==> config.mk <==
export PLATFORM = sky130hd
export DESIGN_NAME = pim_top
export DESIGN_NICKNAME = d
export VERILOG_FILES = /design/src/rtl/pim_chan.v /design/src/rtl/pim_top.v
export VERILOG_INCLUDE_DIRS = /design/src /design/src/common
export SDC_FILE = /design/constraint.sdc
export NUM_CORES = 1
export LEC_CHECK = 0
export BUFFER_PORTS_ARGS = -buffer_cell sky130_fd_sc_hd__buf_2
export CAP_MARGIN = 20
export CORE_ASPECT_RATIO = 2
export CORE_MARGIN = 1
export CORE_UTILIZATION = 45
export DETAILED_ROUTE_END_ITERATION = 7
export PLACE_DENSITY = 0.68
export SLEW_MARGIN = 20
export SYNTH_ARGS = -nofsm -noshare
export SYNTH_HDL_FRONTEND = slang
export SYNTH_SLANG_ARGS = --single-unit
==> constraint.sdc <==
create_clock -name clock -period 4.5 [get_ports clock]
set_clock_uncertainty 0.15 [all_clocks]
set_input_delay 0.45 -clock clock [delete_from_list [all_inputs] [get_ports clock]]
set_output_delay 0.45 -clock clock [all_outputs]
set_load 0.01 [all_outputs]
==> src/common/pim_consts.vh <==
// register offsets, field layouts and reset values of the pin interrupt block
`ifndef PIM_CONSTS_VH
`define PIM_CONSTS_VH

`define PIM_CH_N         8
`define PIM_PINS_N       64
`define PIM_SEL_W        6

`define PIM_OFF_SEL0     8'h00
`define PIM_OFF_SEL1     8'h04
`define PIM_OFF_MODE     8'h08
`define PIM_OFF_ENRISE   8'h0c
`define PIM_OFF_ENFALL   8'h10
`define PIM_OFF_EDGEFLAG 8'h14
`define PIM_OFF_PINSTATE 8'h18
`define PIM_OFF_WAKEEN   8'h1c
`define PIM_OFF_PMSRC    8'h20
`define PIM_OFF_PMCFG    8'h24
`define PIM_OFF_PMCTRL   8'h28
`define PIM_OFF_ISTAT    8'h2c
`define PIM_OFF_IMASK    8'h30

`define PIM_SEL_RST      32'h03020100
`define PIM_SEL1_RST     32'h07060504
`define PIM_PMSRC_RST    32'h76543210
`define PIM_PMCFG_RST    32'h00000000

`define PIM_PMCTRL_EVEN  0
`define PIM_PMCTRL_TERMS 24

`define PIM_COND_HIGH1   3'h0
`define PIM_COND_RISE    3'h1
`define PIM_COND_FALL    3'h2
`define PIM_COND_EITHER  3'h3
`define PIM_COND_LVLHI   3'h4
`define PIM_COND_LVLLO   3'h5
`define PIM_COND_LOW0    3'h6
`define PIM_COND_EVENT   3'h7
`define PIM_CFG_ENDPT    3

`endif

==> src/rtl/pim_chan.v <==
// one pin channel: synchroniser and edge detector
`timescale 1ns/1ps
module pim_chan (
   input  wire clock,
   input  wire arst_n,
   input  wire pinRaw,
   output wire level,
   output wire rise,
   output wire fall
);
   reg syncA;
   reg syncB;
   reg last;

   // two stages before anything looks at the pin
   always @(posedge clock or negedge arst_n) begin
      if (!arst_n) begin
         syncA <= 1'b0;
         syncB <= 1'b0;
         last  <= 1'b0;
      end else begin
         syncA <= pinRaw;
         syncB <= syncA;
         last  <= syncB;
      end
   end

   assign level = syncB;
   assign rise  = syncB & ~last;
   assign fall  = ~syncB & last;
endmodule

==> src/rtl/pim_top.v <==
// pin interrupt and pattern match block with apb registers
//
// Behaviour
// RL1: eight selectable pins, edge or level each
// RL2: one interrupt line per pin channel
// RL3: edge channels trigger rising, falling or both
// RL4: level channels assert while active level holds
// RL5: pin interrupts can raise the wake indication
// RL6: pattern engine evaluates levels/transitions over pins
// RL7: each product term has its own request
// RL8: any match can notify cpu, routable to pin
// RL9: pattern matches never wake the device
// RL10: any digital pin selectable, whatever its function
// RL11: registers answer every access in one cycle
// RL12: pin inputs synchronised before detection
`timescale 1ns/1ps
`include "pim_consts.vh"
module pim_top (
   input  wire        clock,
   input  wire        arst_n,
   input  wire        psel,
   input  wire        penable,
   input  wire        pwrite,
   input  wire [7:0]  paddr,
   input  wire [31:0] pwdata,
   output reg  [31:0] prdata,
   output wire        pready,
   output reg         pslverr,
   input  wire [63:0] pins,
   output wire [7:0]  pinIrq,
   output wire [7:0]  termIrq,
   output wire        wakeReq,
   output reg         cpuEventNotify,
   output reg         eventPin,
   output wire        irq
);
   reg  [31:0] sel0;
   reg  [31:0] sel1;
   reg  [7:0]  modeLevel;
   reg  [7:0]  enRise;
   reg  [7:0]  enFall;
   reg  [7:0]  riseFlag;
   reg  [7:0]  fallFlag;
   reg  [7:0]  wakeEn;
   reg  [31:0] pmSrc;
   reg  [31:0] pmCfg;
   reg         evEnable;
   reg  [15:0] iStat;
   reg  [15:0] iMask;
   reg  [7:0]  pmRise;
   reg  [7:0]  pmFall;
   reg  [7:0]  termLast;
   reg  [7:0]  pinRaw;
   reg  [7:0]  sliceTrue;
   reg  [7:0]  termNow;
   reg         acc;
   reg  [31:0] next_prdata;
   reg         hit;
   wire [7:0]  lvl;
   wire [7:0]  rise;
   wire [7:0]  fall;
   wire [63:0] selAll;
   wire        wrStrobe;
   wire        setup;
   wire [7:0]  termRise;
   wire [7:0]  edgeIrq;
   wire [7:0]  levelIrq;
   integer     i;
   genvar      g;

   assign selAll   = {sel1, sel0};
   assign setup    = psel & ~penable;
   assign wrStrobe = psel & penable & pwrite;
   // no wait states: every access closes in its access cycle
   assign pready   = 1'b1; // see RL11

   // pin picked by index, independent of the pin's own function
   always @* begin
      for (i = 0; i < `PIM_CH_N; i = i + 1) begin
         pinRaw[i] = pins[selAll[i*8 +: `PIM_SEL_W]]; // see RL1 see RL10
      end
   end

   generate
      for (g = 0; g < `PIM_CH_N; g = g + 1) begin : chan
         pim_chan u_chan (
            .clock  (clock),
            .arst_n (arst_n),
            .pinRaw (pinRaw[g]),
            .level  (lvl[g]),
            .rise   (rise[g]),
            .fall   (fall[g])
         ); // see RL12
      end
   endgenerate

   // edge channels: sticky flags gated by their enables
   assign edgeIrq  = (riseFlag & enRise) | (fallFlag & enFall); // see RL3
   // level channels: enRise enables, enFall picks the active level (1 = high)
   assign levelIrq = enRise & ~(lvl ^ enFall); // see RL4
   assign pinIrq   = (modeLevel & levelIrq) | (~modeLevel & edgeIrq); // see RL2
   // only plain pin requests reach wake; pattern terms are kept out
   assign wakeReq  = |(pinIrq & wakeEn); // see RL5 see RL9

   // pattern slices: each slice tests one channel or is a constant (HIGH1, LOW0); endpoints close a term
   always @* begin
      sliceTrue = 8'h00;
      termNow   = 8'h00;
      acc       = 1'b1;
      for (i = 0; i < `PIM_CH_N; i = i + 1) begin
         case (pmCfg[i*4 +: 3])
            `PIM_COND_HIGH1:  sliceTrue[i] = 1'b1;
            `PIM_COND_RISE:   sliceTrue[i] = pmRise[i];
            `PIM_COND_FALL:   sliceTrue[i] = pmFall[i];
            `PIM_COND_EITHER: sliceTrue[i] = pmRise[i] | pmFall[i];
            `PIM_COND_LVLHI:  sliceTrue[i] = lvl[pmSrc[i*4 +: 3]];
            `PIM_COND_LVLLO:  sliceTrue[i] = ~lvl[pmSrc[i*4 +: 3]];
            `PIM_COND_LOW0:   sliceTrue[i] = 1'b0;
            `PIM_COND_EVENT:  sliceTrue[i] = rise[pmSrc[i*4 +: 3]] | fall[pmSrc[i*4 +: 3]];
            default:          sliceTrue[i] = 1'b0;
         endcase
         acc = acc & sliceTrue[i]; // see RL6
         if (pmCfg[i*4 + `PIM_CFG_ENDPT]) begin
            termNow[i] = acc;
            acc        = 1'b1;
         end
      end
   end

   assign termIrq  = termNow; // see RL7
   assign termRise = termNow & ~termLast;
   assign irq      = |(iStat & iMask);

   // apb register writes and hardware-set flags; set wins over write-one-to-clear
   always @(posedge clock or negedge arst_n) begin
      if (!arst_n) begin
         sel0      <= `PIM_SEL_RST;
         sel1      <= `PIM_SEL1_RST;
         modeLevel <= 8'h00;
         enRise    <= 8'h00;
         enFall    <= 8'h00;
         riseFlag  <= 8'h00;
         fallFlag  <= 8'h00;
         wakeEn    <= 8'h00;
         pmSrc     <= `PIM_PMSRC_RST;
         pmCfg     <= `PIM_PMCFG_RST;
         evEnable  <= 1'b0;
         iStat     <= 16'h0000;
         iMask     <= 16'h0000;
         pmRise    <= 8'h00;
         pmFall    <= 8'h00;
         termLast  <= 8'h00;
      end else begin
         termLast <= termNow;
         if (wrStrobe) begin
            case (paddr)
               `PIM_OFF_SEL0:   sel0      <= pwdata;
               `PIM_OFF_SEL1:   sel1      <= pwdata;
               `PIM_OFF_MODE:   modeLevel <= pwdata[7:0];
               `PIM_OFF_ENRISE: enRise    <= pwdata[7:0];
               `PIM_OFF_ENFALL: enFall    <= pwdata[7:0];
               `PIM_OFF_WAKEEN: wakeEn    <= pwdata[7:0];
               `PIM_OFF_PMSRC:  pmSrc     <= pwdata;
               `PIM_OFF_PMCFG:  pmCfg     <= pwdata;
               `PIM_OFF_PMCTRL: evEnable  <= pwdata[`PIM_PMCTRL_EVEN];
               `PIM_OFF_IMASK:  iMask     <= pwdata[15:0];
               default: ;
            endcase
         end
         // changing the pattern restarts its sticky edge memory
         if (wrStrobe && (paddr == `PIM_OFF_PMSRC || paddr == `PIM_OFF_PMCFG)) begin
            pmRise <= 8'h00;
            pmFall <= 8'h00;
         end else begin
            for (i = 0; i < `PIM_CH_N; i = i + 1) begin
               if (rise[pmSrc[i*4 +: 3]])
                  pmRise[i] <= 1'b1;
               if (fall[pmSrc[i*4 +: 3]])
                  pmFall[i] <= 1'b1;
            end
         end
         // write-one-to-clear first, hardware set after so it wins
         if (wrStrobe && paddr == `PIM_OFF_EDGEFLAG) begin
            riseFlag <= (riseFlag & ~pwdata[7:0]) | rise; // see RL3
            fallFlag <= (fallFlag & ~pwdata[15:8]) | fall;
         end else begin
            riseFlag <= riseFlag | rise;
            fallFlag <= fallFlag | fall;
         end
         if (wrStrobe && paddr == `PIM_OFF_ISTAT)
            iStat <= (iStat & ~pwdata[15:0]) | {termRise, rise | fall};
         else
            iStat <= iStat | {termRise, rise | fall};
      end
   end

   // event notify is a pulse per new match; the pin copy is a level
   always @(posedge clock or negedge arst_n) begin
      if (!arst_n) begin
         cpuEventNotify <= 1'b0;
         eventPin       <= 1'b0;
      end else begin
         cpuEventNotify <= evEnable & (|termRise); // see RL8
         eventPin       <= evEnable & (|termNow);
      end
   end

   // read data is latched in the setup cycle so it is stable in access
   always @* begin
      next_prdata = 32'h00000000;
      hit         = 1'b1;
      case (paddr)
         `PIM_OFF_SEL0:     next_prdata = sel0;
         `PIM_OFF_SEL1:     next_prdata = sel1;
         `PIM_OFF_MODE:     next_prdata = {24'h000000, modeLevel};
         `PIM_OFF_ENRISE:   next_prdata = {24'h000000, enRise};
         `PIM_OFF_ENFALL:   next_prdata = {24'h000000, enFall};
         `PIM_OFF_EDGEFLAG: next_prdata = {16'h0000, fallFlag, riseFlag};
         `PIM_OFF_PINSTATE: next_prdata = {16'h0000, pinIrq, lvl};
         `PIM_OFF_WAKEEN:   next_prdata = {24'h000000, wakeEn};
         `PIM_OFF_PMSRC:    next_prdata = pmSrc;
         `PIM_OFF_PMCFG:    next_prdata = pmCfg;
         `PIM_OFF_PMCTRL:   next_prdata = {termNow, 23'h000000, evEnable};
         `PIM_OFF_ISTAT:    next_prdata = {16'h0000, iStat};
         `PIM_OFF_IMASK:    next_prdata = {16'h0000, iMask};
         default:           hit = 1'b0;
      endcase
   end

   always @(posedge clock or negedge arst_n) begin
      if (!arst_n) begin
         prdata  <= 32'h00000000;
         pslverr <= 1'b0;
      end else if (setup) begin
         prdata  <= pwrite ? 32'h00000000 : next_prdata; // see RL11
         pslverr <= ~hit;
      end else if (!psel) begin
         pslverr <= 1'b0;
      end
   end
endmodule

==> results.yml <==
drt:
  wire_per_inst_um: 34.3
  drc_errors: 0
  drt_first_iter_violations: 1450
  antenna_left: 0
  first_pass_iters: 7
  wirelength_um: 71800
  via_count: 14696
  via_per_inst: 7.02
timing:
  slew_headroom_pct: 19.6
  min_period_ns: 4.43
  worst_slack_ns: 0.0745
  setup_viol: 0
  fmax_ghz: 0.226
  finalMaxSlewViolations: 0
  worstMarginPinSlew_ns: 1.21
  hold_viol_final: 0
  setup-tns-final_ns: 0
  min_period_over_period_pct: 98.3
  rsz0062_at_grt: "yes"
synthesis:
  yosysTopAreaCell: "dfrtp_1"
  synth-adder-area-share_pct: 1.09
  synth_seq_cells: 292
  synth_xor_area_share_pct: 0.0950
  synth_fp_nets: 1532
  synth_common_cells: "dfrtp_1, mux4_2, mux2_2"
  ys_types: 71
  synth.area.top_cells: "dfrtp_1, mux4_2, mux2_2"
  synthesis.area_mm2: 0.0184
  synthMostInstantiatedCell: "dfrtp_1"
  async_reset_ff_share_pct: 100
  synthCells: 1407
  synthFlopType: "dfrtp_1"
  synth_top_area_share_pct: 36.4
  synth_top_family_by_area: "multiplexers"
  syn_area_per_cell_um2: 13.1
  synth_edf_count: 0
  yosys.area_share.simple_pct: 5.89
  yosysWarnings: 0
  synth-compound-area-share_pct: 11.1
  synth-seq-area-share_pct: 39.8
  synth.area.mux_share_pct: 38.5
power:
  power_frac_seq_pct: 47.2
  pwr-share-clk_pct: 41.5
  p_switching_uw: 1550
  power_density_mw_per_mm2: 282
  total_power_uw: 5920
  switching_share_pct: 26.3
  combPwrFrac_pct: 11.3
  p_int_uw: 4360
  ir_drop_mv: 0.249
  p_leak_uw: 0.00875
cells_and_area:
  utilization_pct: 52.1
  syn_to_final_growth_pct: 13.9
  num-nets-final: 1667
  layout-drive-gt1-share_pct: 46.6
  design_area_mm2: 0.0210
grt:
  grt_pass1_wl_um: 105000
  overflow: 0
  grt_pass1_vias: 15144
  gr-usage-all-layers_pct: 35.0
  grt_max_degree: 128
  antenna_found_initial: 2
setup_path:
  reg2reg_slack_ns: 0.49
  cp_data_arrival_time_ns: 3.83
  startpoint_type: "flip-flop"
  required_ns: 3.90
  worstRegToRegCells: 12
  critPathMaxFanout: 6
  end_kind: "output pin"
  crit_type: "reg2out"
min_path:
  holdPathStages: 2
  hold_class: "in2reg"
placement:
  gp_congestion: 1.00
  numPortBuffers: 161
  place_area_mm2: 0.0199
  pre_cts_slack_ns: 0.272
  hpwl_um: 54400
die:
  die_h_um: 288
  initial_utilization_pct: 45.7
  fp-row-count: 104
  pin_count: 163
  dieArea_mm2: 0.0418
  core-area_mm2: 0.0403
  die_x_um: 145
clocking:
  insertion_delay_ns: 0.57
  path_clk_slew_ns: 0.07
  root_buffer: "clkbuf_16"
  clock-sinks: 292
  cts_tree: "built"
  cts.path.max_buffers: 3
  numCtsBuffers: 26
  h-tree-depth: 1
status:
  status: "finished clean"
job:
  cap_violations: 0
registers in the layout, summed over array words and instances (netlist names), 16 cells and up:
register	cells
sel1	32
pmSrc	32
pmCfg	32
prdata	32
iMask	16
iStat	16
sel0	32
critical path, stage by stage, from the launching register on:
cell and delay (ns):
dfrtp_2 0.43, buf_4 0.15, ha_1 0.19, mux4_2 0.46, mux2_2 0.29, o2111a_2 0.28, or4_4 0.43, nor2_4 0.15
o31ai_4 0.11, o311a_4 0.34, or2_4 0.28, buf_2 0.14
stage by stage:
stage,cells,hold slack [ns]
after CTS,2087,0.00175
final,2093,0.0103
after detailed placement,2033,0.204
after floorplan,1407,0.00441
after global placement,2033,0.211
after global routing,2092,0.0163
power by group through the flow:
stage	combinational (µW)	sequential (µW)	clock, µW
floorplan	354	2760	0
global placement	629	2840	0
detailed placement	642	2840	0
CTS	653	2790	2480
global route	707	2790	2570
finish	670	2790	2450
logic make-up (layout without fill, tap and decap cells):
logic type                 Yosys count  count (layout)
and+or+nand+nor                    237             237
xor gates and xnor gates             2               2
other                                1               2
DFF                                292             292
muxes                              422             422
AOI/OAI and AO/OA                  274             274
adders and majority gates           16              16
buffers and inverters              163             318
final timing paths:
check | start | end
worst max-delay path | chan[4].u_chan.level | termIrq[7]
worst min-delay path | pwdata[31] | pmCfg[31]
worst max register to register | chan[4].u_chan.level | eventPin
worst min register to register | chan[5].u_chan.syncA | chan[5].u_chan.level
max in group asynchronous | arst_n | pmSrc[22]
min in group asynchronous | arst_n | prdata[18]
placed cells by master (no fill, tap or decap), types with 37 or more instances in the layout:
cell     Yosys  routed
a22oi_1     60      60
nand2_1    111     111
inv_1       40      40
a21oi_1     39      39
nor2_1      46      42
buf_4        1      63
o21ai_0     37      37
mux2_2     189     189
mux4_2     208     208
buf_2        2     160
dfrtp_1    268     264
area by class of cell:
| cell class | instances | area, µm² |
|---|---|---|
| fill | 3514 | 19300 |
| multi-input combinational | 952 | 10500 |
| sequential | 292 | 7340 |
| timing repair buffer | 230 | 1400 |
| clock buffer | 32 | 714 |
| tap | 530 | 663 |
| clock inverter | 16 | 200 |
| inverter | 40 | 150 |
| antenna | 1 | 2.50 |
per-layer routing:
metal  global-route usage, %  part of all wire (%)  wire (µm)
met3                    5.13                   7.3       5260
met4                    32.6                    11       8010
met1                    35.9                    30      21900
met2                    61.6                    51      36600
met5                       0                 0.018         13
repair_timing:
item / 4_1_cts / 5_1_grt
setup buffers: 4 / 4
resized for setup: 11 / 4
endpoints found under the hold margin: 120 / 0
hold buffers: 2 / 0
pin swaps: 0 / 3
setup endpoints to repair: 2 / 2
(Power assumes the default switching activity.)
